==> config.mk <==
export PLATFORM = sky130hd
export DESIGN_NAME = chbc_top
export DESIGN_NICKNAME = d
export VERILOG_FILES = /design/src/verilog/chbc_pkg.sv /design/src/verilog/chbc_sync_if.sv /design/src/verilog/chbc_top.sv /design/src/verilog/chbc_sync.sv
export SDC_FILE = /design/constraint.sdc
export NUM_CORES = 1
export LEC_CHECK = 0
export CORE_ASPECT_RATIO = 1.25
export CORE_MARGIN = 8
export CORE_UTILIZATION = 40
export DETAILED_ROUTE_END_ITERATION = 6
export DONT_BUFFER_PORTS = 1
export GPL_ROUTABILITY_DRIVEN = 0
export HOLD_SLACK_MARGIN = 0.12
export PLACE_DENSITY = 0.65
export RECOVER_POWER = 50
export SLEW_MARGIN = 20
export SYNTH_ARGS = -nofsm -noshare
export SYNTH_HDL_FRONTEND = slang
export SYNTH_SLANG_ARGS = --single-unit
==> constraint.sdc <==
create_clock -name clock_i -period 2.7 [get_ports clock_i]
set_clock_uncertainty 0.15 [all_clocks]
set_input_delay 0.27 -clock clock_i [delete_from_list [all_inputs] [get_ports clock_i]]
set_output_delay 0.27 -clock clock_i [all_outputs]
set_load 0.01 [all_outputs]
==> src/verilog/chbc_pkg.sv <==
package chbc_pkg;
    // ************************************************************
    // Widths and fixed values
    // ************************************************************
    localparam int          CHBC_DATA_W       = 32;  // Host data bus width
    localparam int          CHBC_HALF_W       = 16;  // Narrow bus lane width
    localparam logic [31:0] CHBC_INIT_ROOT    = 32'h00FFFFF6; // Default root
    localparam int          CHBC_RST_SYS_MIN  = 5;   // Reset system clocks
    localparam int          CHBC_RST_TX_MIN   = 4;   // Reset transmit clocks
    localparam int          CHBC_RELEASE_MAX  = 8;   // Default release bound
    localparam int          CHBC_THROTTLE_DEF = 64;  // Default tenure cycles
    localparam int          CHBC_CNT_W        = 16;  // Counter width

    // ************************************************************
    // Bus ownership states
    // ************************************************************
    typedef enum logic [1:0] {
        CHBC_BUS_IDLE,
        CHBC_BUS_REQ,
        CHBC_BUS_OWN,
        CHBC_BUS_DROP
    } chbc_bus_t;

    // Attention dispatch kinds
    typedef enum logic [1:0] {
        CHBC_ATT_NONE,
        CHBC_ATT_INIT,
        CHBC_ATT_CMD
    } chbc_att_t;
endpackage

==> src/verilog/chbc_sync_if.sv <==
`timescale 1ns/1ps
`default_nettype none
// Synchronised pin levels passed from the sync stage to the main module
interface chbc_sync_if;
    logic grant;   // Bus grant level
    logic attn;    // Attention strobe level
    logic rst;     // Reset level
    logic serial_transmit_clock;     // Transmit clock level
    logic trig;    // Throttle trigger level
    logic port;    // Port strobe level
    modport src (output grant, attn, rst, serial_transmit_clock, trig, port);
    modport dst (input  grant, attn, rst, serial_transmit_clock, trig, port);
endinterface
`default_nettype wire

==> src/verilog/chbc_top.sv <==
`timescale 1ns/1ps
`default_nettype none
// What this block does
// - Narrow bus splits words into two halves
// - Narrow lanes: low little, high big endian
// - Request high; drop before grant falls
// - Release on grant loss or throttle expiry
// - Grant synchronised; arbiter drops after request
// - Grant lost early: release within bound
// - External trigger mode starts the throttle timer
// - Port strobe latches data into register
// - Reset after five sys, four tx clocks
// - Idle after reset until first attention
// - Byte order input selects endianness
// - Attention synchronised, taken on falling edge
// - First attention inits from root pointer
// - Later attentions start command sequence
// - Interrupt is level, selectable polarity
// - Backoff floats bus, then restarts cycle
module chbc_top
    import chbc_pkg::*;
#(
    parameter int RELEASE_MAX  = CHBC_RELEASE_MAX,
    parameter int THROTTLE_MAX = CHBC_THROTTLE_DEF
)(
    input  wire logic                   clock_i,
    input  wire logic                   rst_i,
    input  wire logic                   hw_reset_i,
    input  wire logic                   serial_transmit_clock_i,
    input  wire logic                   bus_mastership_grant_i,
    input  wire logic                   throttle_trigger_in_i,
    input  wire logic                   throttle_ext_mode_i,
    input  wire logic                   host_attention_strobe_i,
    input  wire logic                   port_strobe_i,
    input  wire logic [CHBC_DATA_W-1:0] host_data_i,
    input  wire logic                   narrow_bus_select_n_i,
    input  wire logic                   byte_order_select_i,
    input  wire logic                   bus_backoff_in_n_i,
    input  wire logic                   xfer_req_i,
    input  wire logic [CHBC_DATA_W-1:0] xfer_data_i,
    input  wire logic                   mem_ready_i,
    input  wire logic                   irq_event_i,
    input  wire logic                   irq_active_high_i,
    output logic                        bus_request_o,
    output logic                        bus_owned_o,
    output logic                        bus_drive_o,
    output logic [CHBC_DATA_W-1:0]      mem_data_o,
    output logic                        mem_strobe_o,
    output logic                        xfer_done_o,
    output logic [CHBC_DATA_W-1:0]      port_latch_o,
    output logic                        device_reset_o,
    output logic                        start_pulse_o,
    output logic [1:0]                  start_kind_o,
    output logic [CHBC_DATA_W-1:0]      start_addr_o,
    output logic                        interrupt_o
);
    // ************************************************************
    // Elaboration checks
    // ************************************************************
    // Bounds must fit the counters, refused at elaboration
    if (RELEASE_MAX < 1 || RELEASE_MAX >= (1 << CHBC_CNT_W)) begin
        $error("RELEASE_MAX out of range");
    end
    if (THROTTLE_MAX < 1 || THROTTLE_MAX >= (1 << CHBC_CNT_W)) begin
        $error("THROTTLE_MAX out of range");
    end

    localparam logic [CHBC_CNT_W-1:0] REL_LIM = CHBC_CNT_W'(RELEASE_MAX);
    localparam logic [CHBC_CNT_W-1:0] THR_LIM = CHBC_CNT_W'(THROTTLE_MAX);
    localparam logic [2:0] RST_SYS = 3'(CHBC_RST_SYS_MIN);
    localparam logic [2:0] RST_TX  = 3'(CHBC_RST_TX_MIN);

    // ************************************************************
    // Pin synchronisers
    // ************************************************************
    chbc_sync_if sy ();

    chbc_sync u_sync (
        .clock_i (clock_i),
        .rst_i   (rst_i),
        .pins_i  ({port_strobe_i, throttle_trigger_in_i,
                   serial_transmit_clock_i, hw_reset_i,
                   host_attention_strobe_i, bus_mastership_grant_i}),
        .sync    (sy.src)
    );

    // ************************************************************
    // Block state
    // ************************************************************
    typedef struct packed {
        chbc_bus_t              bus;       // Ownership state
        logic [CHBC_CNT_W-1:0]  rel_cnt;   // Cycles since early grant loss
        logic [CHBC_CNT_W-1:0]  thr_cnt;   // Throttle tenure counter
        logic                   thr_run;   // Throttle timer armed
        logic                   trig_d;    // Trigger level, last cycle
        logic                   boff1;     // Backoff sync stage one
        logic                   bus_backoff_in;      // Backoff synchronised
        logic                   half;      // Second half pending
        logic                   done;      // Transfer complete pulse
        logic [CHBC_DATA_W-1:0] mdata;     // Data on memory lanes
        logic                   mstb;      // Memory access strobe
        logic                   port_d;    // Port level, last cycle
        logic [CHBC_DATA_W-1:0] port_reg;  // Host-written latch
        logic                   root_set;  // Root pointer written
        logic [2:0]             rs_cnt;    // Reset system clock count
        logic [2:0]             rt_cnt;    // Reset transmit clock count
        logic                   txc_d;     // Transmit clock last level
        logic                   in_rst;    // Device held in reset
        logic                   attn_d;    // Attention level, last cycle
        logic                   started;   // First attention seen
        logic                   spulse;    // Start pulse
        logic [1:0]             skind;     // Start kind
        logic [CHBC_DATA_W-1:0] saddr;     // Start address
        logic                   irq;       // Interrupt level, true sense
    } chbc_st_t;

    chbc_st_t st;
    chbc_st_t next_st;

    // Byte swap within one word
    function automatic logic [CHBC_DATA_W-1:0] swap(
        input logic [CHBC_DATA_W-1:0] d);
        swap = {d[7:0], d[15:8], d[23:16], d[31:24]};
    endfunction

    // ************************************************************
    // Next-state logic
    // ************************************************************
    always_comb begin
        logic [CHBC_DATA_W-1:0] word;
        word    = '0;
        next_st = st;
        next_st.done   = 1'b0;
        next_st.spulse = 1'b0;
        next_st.mstb   = 1'b0;
        next_st.trig_d = sy.trig;
        next_st.port_d = sy.port;
        next_st.attn_d = sy.attn;
        next_st.txc_d  = sy.serial_transmit_clock;
        next_st.boff1  = ~bus_backoff_in_n_i;
        next_st.bus_backoff_in   = st.boff1;
        next_st.irq    = irq_event_i;

        // Reset qualification by both clocks
        if (sy.rst) begin
            if (st.rs_cnt < RST_SYS)
                next_st.rs_cnt = st.rs_cnt + 3'h1;
            if (sy.serial_transmit_clock && !st.txc_d && st.rt_cnt < RST_TX)
                next_st.rt_cnt = st.rt_cnt + 3'h1;
            if (st.rs_cnt >= RST_SYS && st.rt_cnt >= RST_TX) begin
                next_st.in_rst   = 1'b1;
                next_st.started  = 1'b0;
                next_st.root_set = 1'b0;
                next_st.bus      = CHBC_BUS_IDLE;
                next_st.half     = 1'b0;
                next_st.thr_run  = 1'b0;
            end
        end else begin
            next_st.rs_cnt = 3'h0;
            next_st.rt_cnt = 3'h0;
            next_st.in_rst = 1'b0;
        end

        // Port strobe latches host data on each rising edge
        if (sy.port && !st.port_d) begin
            next_st.port_reg = host_data_i;
            next_st.root_set = 1'b1;
        end

        // Attention taken on falling edge
        if (!st.in_rst && !sy.attn && st.attn_d) begin
            next_st.spulse = 1'b1;
            if (!st.started) begin
                next_st.started = 1'b1;
                next_st.skind   = CHBC_ATT_INIT;
                next_st.saddr   = st.root_set ? st.port_reg
                                              : CHBC_INIT_ROOT;
            end else begin
                next_st.skind   = CHBC_ATT_CMD;
                next_st.saddr   = '0;
            end
        end

        // External throttle trigger arms the tenure timer
        if (throttle_ext_mode_i && sy.trig && !st.trig_d) begin
            next_st.thr_run = 1'b1;
            next_st.thr_cnt = '0;
        end else if (st.thr_run && st.bus == CHBC_BUS_OWN) begin
            next_st.thr_cnt = st.thr_cnt + 1'b1;
        end

        // Bus ownership
        unique case (st.bus)
            CHBC_BUS_IDLE: begin
                if (xfer_req_i && !st.in_rst && !sy.grant)
                    next_st.bus = CHBC_BUS_REQ;
            end
            CHBC_BUS_REQ: begin
                if (sy.grant) begin
                    next_st.bus = CHBC_BUS_OWN;
                end
            end
            CHBC_BUS_OWN: begin
                if (!sy.grant) begin
                    // Early grant loss: count toward release
                    next_st.rel_cnt = st.rel_cnt + 1'b1;
                    if (st.rel_cnt + 1'b1 >= REL_LIM || !st.half)
                        next_st.bus = CHBC_BUS_DROP;
                end else if (st.thr_run && st.thr_cnt >= THR_LIM
                             && !st.half) begin
                    next_st.bus     = CHBC_BUS_DROP;
                    // A trigger in the same cycle re-arms the timer
                    next_st.thr_run = throttle_ext_mode_i && sy.trig
                                      && !st.trig_d;
                end else if (!st.bus_backoff_in && mem_ready_i && xfer_req_i) begin
                    word = byte_order_select_i ? xfer_data_i
                                               : swap(xfer_data_i);
                    next_st.mstb = 1'b1;
                    if (narrow_bus_select_n_i) begin
                        next_st.mdata = word;
                        next_st.done  = 1'b1;
                    end else if (!st.half) begin
                        next_st.half = 1'b1;
                        next_st.mdata = byte_order_select_i
                            ? {16'h0000, word[15:0]}
                            : {word[15:0], 16'h0000};
                    end else begin
                        next_st.half = 1'b0;
                        next_st.done = 1'b1;
                        next_st.mdata = byte_order_select_i
                            ? {16'h0000, word[31:16]}
                            : {word[31:16], 16'h0000};
                    end
                end
                if (sy.grant)
                    next_st.rel_cnt = '0;
            end
            CHBC_BUS_DROP: begin
                // Request low; wait for arbiter to drop grant
                next_st.rel_cnt = '0;
                if (!sy.grant)
                    next_st.bus = CHBC_BUS_IDLE;
            end
        endcase
    end

    // ************************************************************
    // State register
    // ************************************************************
    always_ff @(posedge clock_i) begin
        if (rst_i) begin
            st     <= '0;
            st.bus <= CHBC_BUS_IDLE;
        end else begin
            st <= next_st;
        end
    end

    // ************************************************************
    // Outputs
    // ************************************************************
    assign bus_request_o  = (st.bus == CHBC_BUS_REQ)
                         || (st.bus == CHBC_BUS_OWN);
    assign bus_owned_o    = (st.bus == CHBC_BUS_OWN);
    assign bus_drive_o    = (st.bus == CHBC_BUS_OWN) && !st.bus_backoff_in;
    assign mem_data_o     = st.mdata;
    assign mem_strobe_o   = st.mstb;
    assign xfer_done_o    = st.done;
    assign port_latch_o   = st.port_reg;
    assign device_reset_o = st.in_rst;
    assign start_pulse_o  = st.spulse;
    assign start_kind_o   = st.skind;
    assign start_addr_o   = st.saddr;
    assign interrupt_o    = st.irq ^ ~irq_active_high_i;
endmodule
`default_nettype wire

==> src/verilog/chbc_sync.sv <==
`timescale 1ns/1ps
`default_nettype none
// Two-flop synchronisers for six asynchronous pins; backoff has its own in chbc_top
module chbc_sync
    import chbc_pkg::*;
(
    input  wire logic clock_i,
    input  wire logic rst_i,
    input  wire logic [5:0] pins_i,
    chbc_sync_if.src  sync
);
    // ************************************************************
    // Synchroniser state
    // ************************************************************
    typedef struct packed {
        logic [5:0] first;   // First stage, read only by second
        logic [5:0] second;  // Stable synchronised levels
    } chbc_sync_st_t;

    chbc_sync_st_t st;
    chbc_sync_st_t next_st;

    // Shift stages
    always_comb begin
        next_st.first  = pins_i;
        next_st.second = st.first;
    end

    // Register stages
    always_ff @(posedge clock_i) begin
        if (rst_i) begin
            st <= '0;
        end else begin
            st <= next_st;
        end
    end

    assign sync.grant = st.second[0];
    assign sync.attn  = st.second[1];
    assign sync.rst   = st.second[2];
    assign sync.serial_transmit_clock   = st.second[3];
    assign sync.trig  = st.second[4];
    assign sync.port  = st.second[5];
endmodule
`default_nettype wire

Yosys cells after proc, flatten, opt, wreduce, memory -nomap -nowiden
Index checks and enable logic that the tools add are counted.
{"block": "op_classes", "bitwise": 8, "add_sub_neg": 4, "n_mux": 40, "magnitude_cmp": 6, "n_eq_ne": 3, "n_reduce_logical": 36}
{"cell": "32-bit 2-to-1 mux", "n": 5}
{"cell": "35-bit 2-to-1 mux", "n": 4}
{"cell": "36-bit 2-to-1 mux", "n": 1}
{"cell": "34-bit 2-to-1 mux", "n": 1}
{"cell": "33-bit 2-to-1 mux", "n": 1}
{"cell": "16-bit by 1-bit adder with 16-bit output (second input constant)", "n": 2}
{"cell": "16-bit one-hot mux with 2 select lines", "n": 1}
{"cell": "1-bit 2-to-1 mux", "n": 17}
{"cell": "16-bit by 4-bit >= comparator with 1-bit output (second input constant)", "n": 1}
{"cell": "16-bit by 7-bit >= comparator with 1-bit output (second input constant)", "n": 1}
{"cell": "1-bit logical AND", "n": 16}
{"cell": "16-bit 2-to-1 mux", "n": 1}
{"cell": "2-bit 2-to-1 mux", "n": 8}
{"cell": "1-bit zero test", "n": 8}
{"cell": "2-bit one-hot mux with 4 select lines", "n": 1}
{"cell": "1-bit NOT", "n": 7}
{"cell": "3-bit by 1-bit adder with 3-bit output (second input constant)", "n": 2}
{"cell": "3-bit >= comparator (second input constant)", "n": 2}
{"cell": "3-bit < comparator (second input constant)", "n": 2}
{"cell": "2-bit nonzero test", "n": 3}
{"cell": "5-bit OR reduction", "n": 1}
{"cell": "2-bit == test (second input constant)", "n": 2}
{"cell": "4-bit AND reduction", "n": 1}
{"cell": "2-bit OR reduction", "n": 2}
{"cell": "other kinds (6)", "n": 7}
{"block": "word_totals", "out_inout_bits": 106, "reg_bits": 165, "inputBits": 80, "elab_cells": 123}

Logic depth before layout (Yosys ltp)
{"block": "depth", "word_depth": 9, "ltp_mapped": 9, "mapped_depth_nobuf": 8}

By module
Synthesis repeated with hierarchy kept, for this count alone.
{"block": "hier_totals", "hier_cells": 1060, "area_unflattened_um2": 8415.6}
{"mod": "chbc_top", "area_each_um2": 8049.0, "instances": 1, "cells_each": 1035, "seq_area_each_um2": 3062.9}
{"mod": "chbc_sync", "area_each_um2": 366.6, "instances": 1, "cells_each": 25, "seq_area_each_um2": 240.2}

Least setup slack after synthesis
OpenSTA, ideal clock, no wires.
{"block": "synth_path", "kind": "reg2reg", "start": "reg st[151] (netlist bit)", "end": "reg st[132] (netlist bit)", "path_buffers": 1, "setup_ps": 128, "path_stages_with_launch": 10, "t_arrival_ps": 1909, "synth_period_minus_slack_ps": 2187, "t_required_ps": 2422, "slack_ps": 513, "path_cell_list": "dfxtp_1 inv_1 ha_1 and2_1 clkbuf_1 nand4_1 nor3b_1 nand3_1 xor2_1 nor2_1"}
{"block": "synth_between", "elab_chain_len": 2}
{"item": "start: declaration", "line_no": "chbc_top.sv:117", "text": "chbc_st_t st;"}
{"item": "start signal: assignment", "line_no": "chbc_top.sv:255", "text": "st <= next_st;"}
{"item": "2-bit == test"}
{"item": "net bus_owned_o", "line_no": "chbc_top.sv:45", "text": "output logic bus_owned_o,"}
{"item": "1-bit logical AND", "line_no": "chbc_top.sv:188", "text": "end else if (st.thr_run && st.bus == CHBC_BUS_OWN) begin"}
The timed path passes the listed nets, and every way through them passes these cells.
A chain may end at the register's enable or synchronous reset.

Worst setup path in the final report
{"block": "layout_path", "start": "reg st[131] (netlist bit)", "end": "reg st[114] (netlist bit)"}
{"block": "layout_between", "elab_chain_len": 6}
{"item": "16-bit by 7-bit >= comparator with 1-bit output", "line_no": "chbc_top.sv:209", "text": "end else if (st.thr_run && st.thr_cnt >= THR_LIM"}
{"item": "1-bit logical AND", "line_no": "chbc_top.sv:209"}
{"item": "1-bit logical AND", "line_no": "chbc_top.sv:210", "text": "&& !st.half) begin"}
{"item": "35-bit 2-to-1 mux", "line_no": "chbc_top.sv:209"}
{"item": "35-bit 2-to-1 mux", "line_no": "chbc_top.sv:204", "text": "if (!sy.grant) begin"}
{"item": "35-bit 2-to-1 mux", "line_no": "chbc_top.sv:193", "text": "unique case (st.bus)"}
Every way passes these cells.

==> impl_summary.log <==
INFO  metric dominant_combinational_cell_family_by_area_after_synthesis = simple AND/OR/NAND/NOR gates
INFO  metric postRouteAntennaNets = 0
INFO  metric min-delay-path-class = in -> reg
INFO  metric worstPathCellList = nor4_1 > a311oi_2 > nor3_4 > clkbuf_16 > a32oi_1 > nor2_1 > dlygate4sd3_1
INFO  metric violations_in_the_final_reports = capacitance limit, slew limit
INFO  metric finalSetupViolCount = 0
INFO  metric grt_pass1_wl = 34890 microns
INFO  metric initial_cell_density_of_the_core = 40.74%
INFO  metric grt_busiest_layer = met2
INFO  metric global_route.usage.met3 = 6.667%
INFO  metric die_x = 146.5 microns
INFO  metric antenna_violations_before_repair = 0
INFO  metric detailedPlacementHpwl = 12880 microns
INFO  metric timing_worst_setup_path_type = reg -> reg
INFO  metric cts_post_setup_buffers_inserted = 0
INFO  metric finalSetupTns = 0 ns
INFO  metric post_synth_net_total = 1159
INFO  metric synth_mux_area_share = 2.808%
INFO  metric power_density = 561.9 mW/mm^2
INFO  metric numCtsBuffers = 17
INFO  metric yosys_register_bits = 165
INFO  metric detailedRoute.firstPassIterationCount = 7
INFO  metric netlist_instances = 1069
INFO  metric floorplan.die_area = 0.02623 sq mm
INFO  metric synth-edff-count = 0
INFO  metric cp_slowest_stage_delay = 0.56 ns
INFO  metric clk-insertion-delay-late = 0.43 ns
INFO  metric wl_per_cell = 16.25 microns
INFO  metric htree_num_levels = 4
INFO  metric timing.rr.start = st[131]
INFO  metric commonest_register_cell_after_synthesis = sky130_fd_sc_hd__dfxtp_1
INFO  metric slew_headroom = -50.86%
INFO  metric root_buffer = sky130_fd_sc_hd__clkbuf_16
INFO  metric nNetsFinal = 1131
INFO  metric yosys_warnings = 0
INFO  metric regMostFlops = st
INFO  metric cp_data_required_time = 2.91 ns
INFO  metric antenna_cells_inserted = 0
INFO  metric std_cell_rows = 59
INFO  metric area_growth = 14.76%
INFO  metric synth-async-reset-ratio = 0%
INFO  metric post_synthesis_adder_cell_area_fraction = 1.470%
INFO  metric postRouteWirelength = 21580 microns
INFO  metric critPathMaxFanout = 32
INFO  metric timing.final.hold_violations = 0
INFO  metric clock.fmax = 389.3 MHz
INFO  metric max_cap_viol_count = 1
INFO  metric share_of_the_clock_period_used_by_the_worst_path_after_layout = 95.13%
INFO  metric outcome = finished, violations left
INFO  metric port_buffers = 0
INFO  metric final_area = 0.009768 sq mm
INFO  metric leakage_dissipation = 0.003566 uW
INFO  metric worst_setup_path_end_kind = register
INFO  metric cp-startpoint = st[131]
INFO  metric cts_sinks = 165
INFO  metric timing.rr.end = st[114]
INFO  metric post_synth_instance_area = 0.008512 sq mm
INFO  metric reg2regPathDepth = 7
INFO  metric groute.layer.met2.usage = 26.84%
INFO  metric post_synth_xor_area_fraction = 2.264%
INFO  metric first_iter_violations = 237
INFO  metric core-area = 0.02089 sq mm
INFO  metric gr-usage-met1 = 18.11%
INFO  metric ioPinCount = 186
INFO  metric largest_register_ffs = 50
INFO  metric synth.yosys.seq_area_share = 38.81%
INFO  metric drt_drc_violations_left = 0
INFO  metric clock_tree_from_tritoncts = yes
INFO  metric ir_drop = 0.4098 mV
INFO  metric finalCriticalPeriod = 2.569 ns
INFO  metric timing.critical_path.to = st[114]
INFO  metric critPathArrivalTime = 2.78 ns
INFO  metric post_dp_cell_area = 0.007908 sq mm
INFO  metric via_count = 7005
INFO  metric worst_setup_hold_path_clk_slew = 0.08 ns
INFO  metric synth_compound_area_share = 18.20%
INFO  metric rsz0062_at_grt = false
INFO  metric reg2reg_slack = 0.13 ns
INFO  metric simple_gate_share_of_the_synthesized_area = 22.89%
INFO  metric clock_path_buffers = 2
INFO  metric grt_pass1_vias = 6785
INFO  metric die_extent_in_y = 179.1 microns
INFO  metric synthDistinctLibCells = 50
INFO  metric overall_track_demand_over_capacity_in_global_routing = 16.08%
INFO  metric worst_slew_pin_slew = 2.263 ns
INFO  metric grt_max_degree = 103
INFO  metric timing.critical_path.from_type = register
INFO  metric grt.overflow.total = 0
INFO  metric drive_gt1_share = 9.203%
INFO  metric post_drt_via_cell_ratio = 5.275
INFO  metric post_synth.cell_area_avg = 7.963 sq um
INFO  metric timing_max_transition_violations_final = 103
INFO  metric worst_path_max_delay_cell = sky130_fd_sc_hd__dlygate4sd3_1
critical path: cells and delay by family, from the launching register on:
kind | cells | cell delay, ns
buffers and inverters | 2 | 0.85
AO/OA/AOI/OAI | 2 | 0.33
flip-flops | 1 | 0.34
AND/OR/NAND/NOR | 3 | 0.82
kinds of logic after synthesis:
logic type / count (synthesis)
DFF: 165
adders and majority gates: 10
xor gates and xnor gates: 22
buffers and inverters: 203
and+or+nand+nor: 408
AOI/OAI and AO/OA: 239
muxes: 22
final cells by class:
class / count / area (sq um)
clock buffers: 17 / 425.4
clock inverters: 15 / 193.9
fillers: 1972 / 11120
inverters: 25 / 93.84
multi-input cells: 701 / 4078
flip-flops and latches: 165 / 3304
well taps: 274 / 342.8
repair buffers: 131 / 1330
metal layers:
metal	part of all wire [%]	vias to the layer above
met5	0	-
met4	2.0	0
met3	10	29
met2	47	239
met1	40	3254
li1	-	3483
Yosys cell counts, types with 10 or more instances:
cell type	number	area share, %
sky130_fd_sc_hd__buf_4	102	9.0
sky130_fd_sc_hd__a22oi_1	28	2.5
sky130_fd_sc_hd__dfxtp_1	165	39
sky130_fd_sc_hd__mux2_2	15	2.0
sky130_fd_sc_hd__clkbuf_1	65	2.9
sky130_fd_sc_hd__nor3_1	30	1.8
sky130_fd_sc_hd__nand3_1	17	1.0
sky130_fd_sc_hd__nand3b_1	16	1.4
sky130_fd_sc_hd__ha_1	10	1.5
sky130_fd_sc_hd__a21oi_1	108	6.4
sky130_fd_sc_hd__xnor2_1	10	1.0
sky130_fd_sc_hd__inv_1	25	1.1
sky130_fd_sc_hd__nor2b_1	43	3.2
sky130_fd_sc_hd__nor3b_1	17	1.5
sky130_fd_sc_hd__xor2_1	12	1.2
sky130_fd_sc_hd__nand2_1	104	4.6
sky130_fd_sc_hd__o21ai_0	46	2.7
sky130_fd_sc_hd__nor2_1	144	6.4
sky130_fd_sc_hd__a211oi_2	25	3.7
power by group:
group          leakage, uW  internal, uW  switching [uW]  total, uW
Clock             0.000300          1280            1240       2520
Combinational      0.00193           228             216        444
Sequential         0.00134          2480            51.9       2530
through the flow:
stage / total power (uW) / util (%) / hold slack [ns] / setup WS [ns] / cells
after floorplan: 2876 / - / 0.1924 / 0.5129 / 1069
after global placement: 2832 / 37.85 / 0.1959 / 0.4279 / 1176
after detailed placement: 2837 / 37.85 / 0.1932 / 0.3672 / 1176
after CTS: 5558 / 46.70 / 0.1216 / 0.02088 / 1327
after global routing: 5715 / 46.76 / 0.1426 / 0.001567 / 1328
final: 5488 / 46.76 / 0.1429 / 0.1315 / 1328
layout by cell type (no fill, tap or decap), types with 12 or more instances in the layout:
cell                            synthesis  layout
sky130_fd_sc_hd__o21ai_0               46      46
sky130_fd_sc_hd__a22oi_1               28      28
sky130_fd_sc_hd__nor2_1               144     144
sky130_fd_sc_hd__a21oi_1              108     108
sky130_fd_sc_hd__nor3_1                30      30
sky130_fd_sc_hd__nor2b_1               43      42
sky130_fd_sc_hd__xor2_1                12      12
sky130_fd_sc_hd__dlygate4sd3_1          0     116
sky130_fd_sc_hd__nor3b_1               17      17
sky130_fd_sc_hd__nand3_1               17      17
sky130_fd_sc_hd__dfxtp_1              165     164
sky130_fd_sc_hd__mux2_2                15      15
sky130_fd_sc_hd__clkbuf_16              0      18
sky130_fd_sc_hd__nand3b_1              16      16
sky130_fd_sc_hd__a211oi_2              25      25
sky130_fd_sc_hd__nand2_1              104     103
sky130_fd_sc_hd__inv_1                 25      25
worst min path at each step:
stage	cells past startpoint	slack, ns	startpoint	endpoint
after global placement	1	0.20	bus_backoff_in_n_i	next_st[115]
final	4	0.14	xfer_data_i[1]	mem_data_o[25]
after floorplan	1	0.19	bus_backoff_in_n_i	next_st[115]
after global routing	3	0.14	byte_order_select_i	mem_data_o[13]
after detailed placement	1	0.19	bus_backoff_in_n_i	next_st[115]
after CTS	4	0.12	xfer_data_i[27]	mem_data_o[11]
repair_timing:
action | in CTS | in global routing
hold endpoints to repair | 148 | 0
resized for setup | 0 | 4
hold buffers | 119 | 0
endpoints found under the setup margin | 0 | 3
Note: power is estimated with default switching activity, not from simulation.
